**src/hw/time_packet_defines.svh**
```systemverilog
// constants for the time data packet builder: codes, field positions, timing
`ifndef TIME_PACKET_DEFINES_SVH
`define TIME_PACKET_DEFINES_SVH

// ====================================================================
// channel-specific word fields
`define CSW_LAYOUT_BIT 9
`define CSW_LEAP_BIT 8
`define CSW_FORMAT_LSB 4
`define CSW_SOURCE_LSB 0
`define CSW_RESET_VALUE 32'h0000_0000

// ====================================================================
// time format codes
`define TIME_FORMAT_RANGE_B 4'h0
`define TIME_FORMAT_RANGE_A 4'h1
`define TIME_FORMAT_RANGE_G 4'h2
`define TIME_FORMAT_RELATIVE 4'h3
`define TIME_FORMAT_SAT_UTC 4'h4
`define TIME_FORMAT_SAT_NATIVE 4'h5
`define TIME_FORMAT_NONE 4'hF

// ====================================================================
// time source codes
`define TIME_SOURCE_INTERNAL 4'h0
`define TIME_SOURCE_EXTERNAL 4'h1
`define TIME_SOURCE_MEM_MODULE 4'h2
`define TIME_SOURCE_NONE 4'hF

// ====================================================================
// timing
`define CLK_PERIOD_NS 10
`define TICK_PERIOD_NS 10000000
`define TICK_CYCLES (`TICK_PERIOD_NS / `CLK_PERIOD_NS)
`define TICKS_PER_SECOND 100

// ====================================================================
// packet word positions
`define IDX_CSW_LO 4'h3
`define IDX_BODY0 4'h5
`define IDX_LAST_DOY 4'h7
`define IDX_LAST_DMY 4'h8

`endif

```
**src/hw/time_packet_pkg.sv**
```systemverilog
// types shared by the time data packet builder
package time_packet_pkg;

  // ====================================================================
  // kind of word on the output stream
  typedef enum logic [1:0] {
    KIND_RTC = 2'h0,
    KIND_CSW = 2'h1,
    KIND_BODY = 2'h2
  } word_kind_t;

  typedef struct packed {
    logic sop;
    logic eop;
    word_kind_t kind;
    logic [15:0] data;
  } stream_word_t;

  // ====================================================================
  // time of day and date as decimal digits
  typedef struct packed {
    logic [3:0] tens_of_ms_digit;
    logic [3:0] hundreds_of_ms_digit;
    logic [3:0] seconds_digit;
    logic [2:0] tens_of_seconds_digit;
    logic [3:0] minutes_digit;
    logic [2:0] tens_of_minutes_digit;
    logic [3:0] hours_digit;
    logic [1:0] tens_of_hours_digit;
    logic [3:0] days_digit;
    logic [3:0] tens_of_days_digit;
    logic [1:0] hundreds_of_days_digit;
    logic [3:0] months_digit;
    logic tens_of_months_digit;
    logic [3:0] years_digit;
    logic [3:0] tens_of_years_digit;
    logic [3:0] hundreds_of_years_digit;
    logic [1:0] thousands_of_years_digit;
  } time_bcd_t;

  typedef enum logic [1:0] {
    ST_IDLE = 2'b01,
    ST_SEND = 2'b10
  } build_state_t;

endpackage

```
**src/hw/time_data_packet_builder.sv**
```systemverilog
// time data packet builder: samples the relative counter and time, emits packet words
`include "time_packet_defines.svh"

// Behaviour
// with any source but none, a time packet leaves at least once a second.
// range time-code formats sample the relative counter at the reference pulse.
// other formats sample the relative counter on the 10 ms grid.
// a time packet is the first dynamic packet of each recording.
// with source none, one time packet still starts the recording.
// packet order is counter sample, channel-specific word, time words; no per-item headers.
// channel-specific word: reserved 31-12, layout 11-8, format 7-4, source 3-0.
// bits 11-10 zero; bit 9 selects day-of-year or day-month-year body.
// bit 8 shows the leap-year flag.
// format field carries the selected format code, 0xF meaning none.
// source field carries internal, external, memory module or none codes.
// external source without lock reports internal until lock returns.
// time words carry every digit in binary-coded decimal.
// day-of-year body is three words with the fixed digit positions.
// day-month-year body adds month and year digits in words three and four.
// units digits are limited to 0-9; narrow fields keep their width.
// with format none the word and body are still emitted.
module time_data_packet_builder #(
  parameter int TICK_CYCLES = `TICK_CYCLES,
  parameter int TICKS_PER_SECOND = `TICKS_PER_SECOND
) (
  // clock and reset
  input wire logic clk,
  input wire logic rst_n,
  input wire logic clk_en,
  // configuration
  input wire logic [3:0] time_format_field,
  input wire logic [3:0] time_source_select,
  input wire logic layout_day_month_year,
  input wire logic leap_year,
  input wire logic external_lock,
  // time inputs
  input wire logic [47:0] relative_time_count,
  input wire logic time_code_ref_pulse,
  input wire time_packet_pkg::time_bcd_t time_now,
  // recording control
  input wire logic recording_start,
  output logic time_first_pending,
  // packet word stream
  output logic word_valid,
  input wire logic word_ready,
  output time_packet_pkg::stream_word_t word_out
);

  // ====================================================================
  // helpers
  // out-of-range units digits clamp to nine rather than leak a non-decimal code
  function automatic logic [3:0] units_digit(input logic [3:0] d);
    units_digit = (d > 4'h9) ? 4'h9 : d;
  endfunction

  function automatic logic is_range_format(input logic [3:0] f);
    is_range_format = (f == `TIME_FORMAT_RANGE_B) ||
                      (f == `TIME_FORMAT_RANGE_A) ||
                      (f == `TIME_FORMAT_RANGE_G);
  endfunction

  // widths follow the counts, so a short grid in simulation needs no other edit
  localparam int TICK_W = $clog2(TICK_CYCLES + 1);
  localparam int SEC_W = $clog2(TICKS_PER_SECOND + 1);

  // ====================================================================
  // state
  // one-hot codes; the case needs no default as the enum holds only these two
  time_packet_pkg::build_state_t state_reg, state_next;
  logic [TICK_W-1:0] tick_cnt_reg;
  logic [SEC_W-1:0] since_cnt_reg;
  logic first_pending_reg;
  logic [47:0] rtc_smp_reg;
  time_packet_pkg::time_bcd_t time_smp_reg;
  logic [31:0] csw_reg;
  logic dmy_reg;
  logic [3:0] idx_reg;
  time_packet_pkg::stream_word_t out_reg, skid_reg;
  logic out_valid_reg, skid_valid_reg;

  // ====================================================================
  // sample instants and packet triggers
  wire tick_10ms = (tick_cnt_reg == TICK_W'(TICK_CYCLES - 1));
  wire range_format = is_range_format(time_format_field);
  wire source_active = (time_source_select != `TIME_SOURCE_NONE);
  wire late = (since_cnt_reg >= SEC_W'(TICKS_PER_SECOND - 1));
  wire want = source_active | first_pending_reg;
  // range formats use the reference pulse; the 1 s fallback covers a missing pulse
  wire ref_hit = range_format & time_code_ref_pulse & want;
  // other formats start only on the grid: at the next tick for a new recording, else when late
  wire tick_first = first_pending_reg & ~range_format;
  wire tick_late = want & late;
  wire tick_hit = tick_10ms & (tick_first | tick_late);
  wire start = (state_reg == time_packet_pkg::ST_IDLE) & (ref_hit | tick_hit);

  // ====================================================================
  // channel-specific word
  // lock is read live, so the field is external again in the first packet after lock returns
  wire [3:0] source_reported = (time_source_select == `TIME_SOURCE_EXTERNAL && !external_lock) ?
                               `TIME_SOURCE_INTERNAL : time_source_select;
  // bits 11-10 stay zero; only the layout and leap-year flags fill the date nibble
  wire [31:0] csw_layout = 32'(layout_day_month_year) << `CSW_LAYOUT_BIT;
  wire [31:0] csw_leap = 32'(leap_year) << `CSW_LEAP_BIT;
  wire [31:0] csw_format = 32'(time_format_field) << `CSW_FORMAT_LSB;
  wire [31:0] csw_source = 32'(source_reported) << `CSW_SOURCE_LSB;
  wire [31:0] csw_next = `CSW_RESET_VALUE | csw_layout | csw_leap | csw_format | csw_source;

  // ====================================================================
  // body words, digits in binary-coded decimal
  wire [15:0] body_w1 = {1'b0, time_smp_reg.tens_of_seconds_digit, units_digit(time_smp_reg.seconds_digit),
                         units_digit(time_smp_reg.hundreds_of_ms_digit),
                         units_digit(time_smp_reg.tens_of_ms_digit)};
  wire [15:0] body_w2 = {2'b00, time_smp_reg.tens_of_hours_digit, units_digit(time_smp_reg.hours_digit),
                         1'b0, time_smp_reg.tens_of_minutes_digit, units_digit(time_smp_reg.minutes_digit)};
  wire [15:0] body_w3_doy = {6'h00, time_smp_reg.hundreds_of_days_digit,
                             units_digit(time_smp_reg.tens_of_days_digit),
                             units_digit(time_smp_reg.days_digit)};
  wire [15:0] body_w3_dmy = {3'h0, time_smp_reg.tens_of_months_digit, units_digit(time_smp_reg.months_digit),
                             units_digit(time_smp_reg.tens_of_days_digit),
                             units_digit(time_smp_reg.days_digit)};
  wire [15:0] body_w4 = {2'b00, time_smp_reg.thousands_of_years_digit,
                         units_digit(time_smp_reg.hundreds_of_years_digit),
                         units_digit(time_smp_reg.tens_of_years_digit),
                         units_digit(time_smp_reg.years_digit)};

  // ====================================================================
  // word selection: counter sample, word, body, in that order
  wire [3:0] last_idx = dmy_reg ? `IDX_LAST_DMY : `IDX_LAST_DOY;
  // counter sample goes low word first; the multiplexer builds its header from it
  wire [15:0] rtc_word = (idx_reg == 4'h0) ? rtc_smp_reg[15:0] :
                         (idx_reg == 4'h1) ? rtc_smp_reg[31:16] : rtc_smp_reg[47:32];
  wire [15:0] csw_word = (idx_reg == `IDX_CSW_LO) ? csw_reg[15:0] : csw_reg[31:16];
  wire [15:0] body_w3 = dmy_reg ? body_w3_dmy : body_w3_doy;
  wire [15:0] body_word = (idx_reg == `IDX_BODY0) ? body_w1 :
                          (idx_reg == 4'h6) ? body_w2 :
                          (idx_reg == 4'h7) ? body_w3 : body_w4;
  wire is_rtc = (idx_reg < `IDX_CSW_LO);
  wire is_csw = (idx_reg < `IDX_BODY0) & ~is_rtc;
  time_packet_pkg::stream_word_t cur_word;
  assign cur_word.sop = (idx_reg == 4'h0);
  assign cur_word.eop = (idx_reg == last_idx);
  assign cur_word.kind = is_rtc ? time_packet_pkg::KIND_RTC :
                         is_csw ? time_packet_pkg::KIND_CSW : time_packet_pkg::KIND_BODY;
  assign cur_word.data = is_rtc ? rtc_word : is_csw ? csw_word : body_word;

  // ====================================================================
  // builder control
  // the builder waits only while the skid stage is full, so no pushed word is dropped
  wire buf_ready = ~skid_valid_reg;
  wire push = (state_reg == time_packet_pkg::ST_SEND) & buf_ready;
  wire done = push & cur_word.eop;

  // a trigger while sending is dropped; the saturated since-count retriggers on the next tick
  always_comb begin
    state_next = state_reg;
    unique case (state_reg)
      time_packet_pkg::ST_IDLE: begin
        if (start) begin
          state_next = time_packet_pkg::ST_SEND;
        end
      end
      time_packet_pkg::ST_SEND: begin
        if (done) begin
          state_next = time_packet_pkg::ST_IDLE;
        end
      end
    endcase
  end

  always_ff @(posedge clk or negedge rst_n) begin
    if (!rst_n) begin
      state_reg <= time_packet_pkg::ST_IDLE;
    end else if (clk_en) begin
      state_reg <= state_next;
    end
  end

  // the index restarts on every packet, so nothing of an older packet carries over
  always_ff @(posedge clk or negedge rst_n) begin
    if (!rst_n) begin
      idx_reg <= 4'h0;
    end else if (clk_en) begin
      if (start) begin
        idx_reg <= 4'h0;
      end else if (push) begin
        idx_reg <= idx_reg + 4'h1;
      end
    end
  end

  // ====================================================================
  // 10 ms grid and time since the last packet
  // the grid runs from reset regardless of recordings, so every sample outside the range formats lands on it
  always_ff @(posedge clk or negedge rst_n) begin
    if (!rst_n) begin
      tick_cnt_reg <= '0;
    end else if (clk_en) begin
      tick_cnt_reg <= tick_10ms ? '0 : tick_cnt_reg + TICK_W'(1);
    end
  end

  // saturates at the one-second mark, so a long stall cannot wrap it back to early
  always_ff @(posedge clk or negedge rst_n) begin
    if (!rst_n) begin
      since_cnt_reg <= '0;
    end else if (clk_en) begin
      if (start) begin
        since_cnt_reg <= '0;
      end else if (tick_10ms && !late) begin
        since_cnt_reg <= since_cnt_reg + SEC_W'(1);
      end
    end
  end

  // ====================================================================
  // recording start holds back dynamic packets until the time packet is out
  always_ff @(posedge clk or negedge rst_n) begin
    if (!rst_n) begin
      first_pending_reg <= 1'b0;
    end else if (clk_en) begin
      // a new recording start beats a packet start in the same cycle
      if (recording_start) begin
        first_pending_reg <= 1'b1;
      end else if (start) begin
        first_pending_reg <= 1'b0;
      end
    end
  end

  // cleared only once the last word of the packet started after the recording start is pushed into the output buffer
  always_ff @(posedge clk or negedge rst_n) begin
    if (!rst_n) begin
      time_first_pending <= 1'b0;
    end else if (clk_en) begin
      if (recording_start) begin
        time_first_pending <= 1'b1;
      end else if (done && !first_pending_reg) begin
        time_first_pending <= 1'b0;
      end
    end
  end

  // ====================================================================
  // capture at the sample instant; format none still yields a full packet
  always_ff @(posedge clk or negedge rst_n) begin
    if (!rst_n) begin
      rtc_smp_reg <= 48'h0000_0000_0000;
      time_smp_reg <= '0;
    end else if (clk_en && start) begin
      rtc_smp_reg <= relative_time_count;
      time_smp_reg <= time_now;
    end
  end

  // frozen with the sample, so a setting changed mid-packet cannot mix two words
  always_ff @(posedge clk or negedge rst_n) begin
    if (!rst_n) begin
      csw_reg <= `CSW_RESET_VALUE;
      dmy_reg <= 1'b0;
    end else if (clk_en && start) begin
      csw_reg <= csw_next;
      dmy_reg <= layout_day_month_year;
    end
  end

  // ====================================================================
  // two-entry buffer: output stage plus skid stage, so a stall loses no word
  wire out_take = ~out_valid_reg | word_ready;
  wire skid_load = ~out_take & push;

  // output stage: a parked skid word goes first, so word order is kept
  always_ff @(posedge clk or negedge rst_n) begin
    if (!rst_n) begin
      out_reg <= '0;
      out_valid_reg <= 1'b0;
    end else if (clk_en && out_take) begin
      out_reg <= skid_valid_reg ? skid_reg : cur_word;
      out_valid_reg <= skid_valid_reg | push;
    end
  end

  // skid stage: catches the word pushed in the cycle the consumer stalls
  always_ff @(posedge clk or negedge rst_n) begin
    if (!rst_n) begin
      skid_reg <= '0;
      skid_valid_reg <= 1'b0;
    end else if (clk_en) begin
      if (skid_load) begin
        skid_reg <= cur_word;
        skid_valid_reg <= 1'b1;
      end else if (out_take) begin
        skid_valid_reg <= 1'b0;
      end
    end
  end

  assign word_valid = out_valid_reg;
  assign word_out = out_reg;

endmodule

```
**config.mk**
```make
export PLATFORM = sky130hd
export DESIGN_NAME = time_data_packet_builder
export DESIGN_NICKNAME = d
export VERILOG_FILES = /design/src/hw/time_packet_pkg.sv /design/src/hw/time_data_packet_builder.sv
export VERILOG_INCLUDE_DIRS = /design/src /design/src/hw
export SDC_FILE = /design/constraint.sdc
export NUM_CORES = 1
export LEC_CHECK = 0
export BUFFER_PORTS_ARGS = -buffer_cell sky130_fd_sc_hd__buf_2
export CAP_MARGIN = 10
export CORE_MARGIN = 2
export CORE_UTILIZATION = 50
export DETAILED_ROUTE_END_ITERATION = 8
export PLACE_DENSITY = 0.81
export SKIP_CTS_REPAIR_TIMING = 1
export SLEW_MARGIN = 20
export SYNTH_ARGS = -nofsm -noshare
export SYNTH_HDL_FRONTEND = slang
export SYNTH_SLANG_ARGS = --single-unit
```
**constraint.sdc**
```tcl
create_clock -name clk -period 2.1 [get_ports clk]
set_input_delay 0.315 -clock clk [delete_from_list [all_inputs] [get_ports clk]]
set_output_delay 0.315 -clock clk [all_outputs]
set_load 0.02 [all_outputs]
```
-- Yosys cells after proc, flatten, opt, wreduce, memory -nomap -nowiden
Cells that the tools add are included.
- muxes and demuxes: 39
- reduce and logical (&&, ||, !) cells: 24
- add/subtract/negate cells: 3
- order comparisons: 14
- eq/ne operators: 15
- bitwise operators: 23
- operator list (cell ; number):
    $mux 16 ; 5
    $mux 4 ; 15
    $gt 4x4->1 const B ; 11
    $mux 20 ; 2
    $mux 14 ; 2
    $add 20x1->20 const B ; 1
    $eq 20x20->1 const B ; 1
    $mux 15 ; 1
    $mux 7 ; 2
    $mux 13 ; 1
    $eq 4x1->1 const B ; 3
    $eq 4x3->1 const B ; 3
    $reduce_and 2->1 ; 6
    $and 1x1->1 ; 10
    $or 10x4->10 ; 1
    $or 10x8->10 ; 1
    $or 10x9->10 ; 1
    $reduce_bool 2->1 ; 5
    $eq 4x2->1 const B ; 2
    $logic_not 4->1 ; 2
    $mux 2 ; 4
    $add 7x1->7 const B ; 1
    $ge 7x7->1 const B ; 1
    $mux 1 ; 6
    15 further kinds ; 31
- output and inout bits: 22
- bits in registers: 215
- bits of input ports: 122
- logic and storage cells: 154

-- Depth between registers and ports, before layout
- word-level depth: 11
- gate-level depth with buffers: 10
- gate-level depth less buffers: 8

-- Worst setup path after synthesis
Ideal clock, no wire load.
- kind: flip-flop to flip-flop
- start point: register since_cnt_reg[0]
- end point: register time_smp_reg, in the netlist body_w1[12]
- setup slack: -0.228 ns
- clock period less this slack: 2.328 ns
- cell stages (with the launch flop): 9
- arrival: 2.203 ns
- required time: 1.975 ns
- cell sequence: dfrtp_1 ha_1 a211o_1 o311ai_1 nor4_2 o211ai_2 buf_6 buf_6 mux2_4
- cells in the longest elaborated chain, start to end: 7
- ends and longest elaborated chain (element ; line ; source):
    start: declaration ; time_data_packet_builder.sv:71 ; logic [SEC_W-1:0] since_cnt_reg;
    start signal: assignment ; time_data_packet_builder.sv:210 ; since_cnt_reg <= since_cnt_reg + SEC_W'(1);
    $ge 7x7->1 ; time_data_packet_builder.sv:86 ; wire late = (since_cnt_reg >= SEC_W'(TICKS_PER_SECOND - 1));
    $and 1x1->1 ; time_data_packet_builder.sv:92 ; wire tick_late = want & late;
    $or 1x1->1 ; time_data_packet_builder.sv:93 ; wire tick_hit = tick_10ms & (tick_first | tick_late);
    $and 1x1->1 ; time_data_packet_builder.sv:93 ;
    $or 1x1->1 ; time_data_packet_builder.sv:94 ; wire start = (state_reg == time_packet_pkg::ST_IDLE) & (ref_hit | tick_hit);
    $and 1x1->1 ; time_data_packet_builder.sv:94 ;
    $logic_and 1x1->1 ; time_data_packet_builder.sv:249 ; end else if (clk_en && start) begin
    end signal: assignment ; time_data_packet_builder.sv:251 ; time_smp_reg <= time_now;
    end: declaration ; time_data_packet_builder.sv:74 ; time_packet_pkg::time_bcd_t time_smp_reg;
Every way passes these cells.
A chain may end at the register's enable or synchronous reset.

-- Worst setup path in the final report
- start point: register since_cnt_reg[0]
- end point: register rtc_smp_reg[46]
- cells in the longest elaborated chain, start to end: 7
- ends and longest elaborated chain (element ; line ; source):
    $ge 7x7->1 ; time_data_packet_builder.sv:86 ;
    $and 1x1->1 ; time_data_packet_builder.sv:92 ;
    $or 1x1->1 ; time_data_packet_builder.sv:93 ;
    $and 1x1->1 ; time_data_packet_builder.sv:93 ;
    $or 1x1->1 ; time_data_packet_builder.sv:94 ;
    $and 1x1->1 ; time_data_packet_builder.sv:94 ;
    $logic_and 1x1->1 ; time_data_packet_builder.sv:249 ;
    end signal: assignment ; time_data_packet_builder.sv:250 ; rtc_smp_reg <= relative_time_count;
    end: declaration ; time_data_packet_builder.sv:73 ; logic [47:0] rtc_smp_reg;
Every way passes these cells.

==> impl_metrics.env <==
export IMPL_cts_tree="yes"
export IMPL_grtUsageMet2_pct=41.6
export IMPL_synth_nets=930
export IMPL_violations="setup timing"
export IMPL_tightest_slew_ns=0.584
export IMPL_critPathLaunchType="flop"
export IMPL_post_route_period_util_pct=123
export IMPL_path_class="reg2reg"
export IMPL_wl_mm=31.5
export IMPL_wire_per_inst_um=23.9
export IMPL_stdcell_count=1319
export IMPL_relSlewSlack_pct=61.0
export IMPL_grt_pass1_vias=7413
export IMPL_yosys_warnings=0
export IMPL_maxCapViolations=0
export IMPL_synth_seq_cells=192
export IMPL_drive_gt1_share_pct=51.1
export IMPL_cts_buffer_depth=2
export IMPL_setup_viol=156
export IMPL_status="finished, violations left"
export IMPL_grt_busiest_layer="met2"
export IMPL_postSynthCellCount=801
export IMPL_skew_ns=0.0117
export IMPL_die_h_um=141
export IMPL_worstSetupEndpointType="flop"
export IMPL_core_area_um2=18600
export IMPL_syn_area_um2=9430
export IMPL_rsz0062_at_grt="true"
export IMPL_hold_violations=0
export IMPL_grt_pass1_wl_mm=39.0
export IMPL_synth_edff_count=0
export IMPL_antenna_found_initial=0
export IMPL_grtUsageMet3_pct=4.93
export IMPL_cp_required_ns=2.43
export IMPL_via_per_inst=6.24
export IMPL_path_clk_slew_ns=0.07
export IMPL_avgSynthCellArea_um2=11.8
export IMPL_area_growth_pct=39.1
export IMPL_dp_hpwl_mm=17.8
export IMPL_clock_sinks=192
export IMPL_final_area_um2=13100
export IMPL_yosysUniqueCellTypes=63
export IMPL_grt_max_degree=70
export IMPL_grtUsageMet1_pct=32.8
export IMPL_initial_core_util_pct=50.8
export IMPL_numCtsBuffers=17
export IMPL_largest_register_ffs=48
export IMPL_place_area_um2=11200
export IMPL_cts_root_buf="clkbuf_16"
export IMPL_peakVddDrop_v=0.000744
export IMPL_slew_viol_final=0
export IMPL_layout_setup_ws_ns=-0.488
export IMPL_cts_max_level=4
export IMPL_firstDrtPassIters=7
export IMPL_die_x_um=141
export IMPL_globalplace_congestion=0.878
export IMPL_hold_path_class="in2reg"
export IMPL_numPortBuffers=143
export IMPL_pwr_density_cell_nw_per_um2=955
export IMPL_ant_nets=0
export IMPL_nNetsFinal=1200
export IMPL_place_inst=1249
export IMPL_critPathArrivalTime_ns=2.91
export IMPL_route_detailed_drc=0
export IMPL_track_usage_pct=25.1
export IMPL_grt_ovfl_total=0
export IMPL_nFillCells=1094
export IMPL_cp_max_fo=7
export IMPL_fmax_mhz=386
export IMPL_async_reset_ff_share_pct=100
export IMPL_ios=144
export IMPL_yosysSeqAreaShare_pct=51.0
export IMPL_drt_iter0_markers=1112
export IMPL_dieArea_um2=20000
export IMPL_fp_row_count=50
export IMPL_vias=8232
export IMPL_layout_min_cycle_time_ns=2.59
export IMPL_pre_cts_slack_ns=-0.345
export IMPL_clock_latency_ns=0.45
export IMPL_p_leak_nw=6.63
export IMPL_synthFlopType="dfrtp_1"
[per-stage QoR]
step                      power [mW]  hold WS [ns]  util [%]  setup TNS [ns]
final                           12.5        0.0921      70.6          -57.86
after global routing            12.9        0.0889      70.6          -61.60
after CTS                       11.0        -0.257      63.4          -41.19
after detailed placement        7.75         0.211      60.3          -37.26
after global placement          7.63         0.205      60.3          -30.71
after floorplan                 6.08        0.0194         -           -8.99
[where the power goes]
| group | leakage (nW) | switching, mW | internal (mW) |
|---|---|---|---|
| clock network | 0.281 | 1.52 | 1.79 |
| logic | 3.73 | 2.72 | 2.13 |
| registers | 2.61 | 0.273 | 4.08 |
[cell families after synthesis]
kind of cell,share of synthesized area (%)
muxes,19.9
AOI/OAI and AO/OA,11.2
adders and majority gates,0.929
and+or+nand+nor,11.8
buffers and inverters,3.34
DFF,51.0
xor gates and xnor gates,1.76
[per-layer routing]
layer | share of wire, % | routed length, um
met5 | 0 | 0
met4 | 5.5 | 1740
met3 | 7.4 | 2350
met2 | 48 | 15000
met1 | 39 | 12400
[cell usage in the layout (no fill, tap or decap), drive strengths merged, types with 15 or more instances in the layout]
master	Yosys	layout
inv	15	17
o21ai	74	74
buf	15	283
mux2	125	125
clkbuf	29	31
xor2	15	15
nor2	44	44
nand2	66	66
dfrtp	191	191
a21oi	30	30
[Yosys cell counts (7+ instances only)]
cell type  number  area, um^2
a21oi_1        30         150
a22o_1          7        61.3
a31oi_1         8        50.1
and3_1         14        87.6
buf_6          12         135
clkbuf_1       29         109
dfrtp_1       191        4780
ha_1            7        87.6
inv_1          15        56.3
mux2_2         31         349
mux2_4         91        1370
mux2i_1        13         130
nand2_1        66         248
nand3_1        13        65.1
nand3b_1       10        75.1
nand4_1        11        68.8
nor2_1         44         165
nor2b_1        10        62.6
nor3_1          8        40.0
nor3b_1         9        67.6
o21a_1          8        60.1
o21ai_0        68         340
o22ai_1        10        62.6
xor2_1         15         131
[critical path, stage by stage (launching register included)]
cell	delay, ns
dfrtp_1	0.42
ha_2	0.22
a211o_1	0.30
o311ai_4	0.29
nor4_4	0.09
o211ai_4	0.37
clkbuf_16	0.28
clkbuf_16	0.18
mux2_4	0.31
[layout make-up]
cell class | instances | area [um^2] | area share (%)
Antenna cell | 1 | 2.50 | 0.0191
Clock buffer | 20 | 447 | 3.41
Clock inverter | 12 | 134 | 1.02
Inverter | 15 | 56.3 | 0.429
Multi-Input combinational cell | 550 | 5050 | 38.5
Sequential cell | 192 | 4810 | 36.7
Tap cell | 234 | 293 | 2.23
Timing Repair Buffer | 295 | 2320 | 17.7
[path summary, 6_finish.rpt]
kind,from,to,slack (ns),cells after the start
setup / recovery,since_cnt_reg[0],rtc_smp_reg[46],-0.49,8
hold / removal,relative_time_count[34],rtc_smp_reg[34],0.09,2
setup reg to reg,since_cnt_reg[0],rtc_smp_reg[46],-0.49,8
hold reg to reg,word_out[19],word_out[19],0.47,2
max in group asynchronous,rst_n,time_smp_reg[13],1.08,3
min in group asynchronous,rst_n,rtc_smp_reg[39],0.30,2
Note: power is estimated with default switching activity, not from simulation.
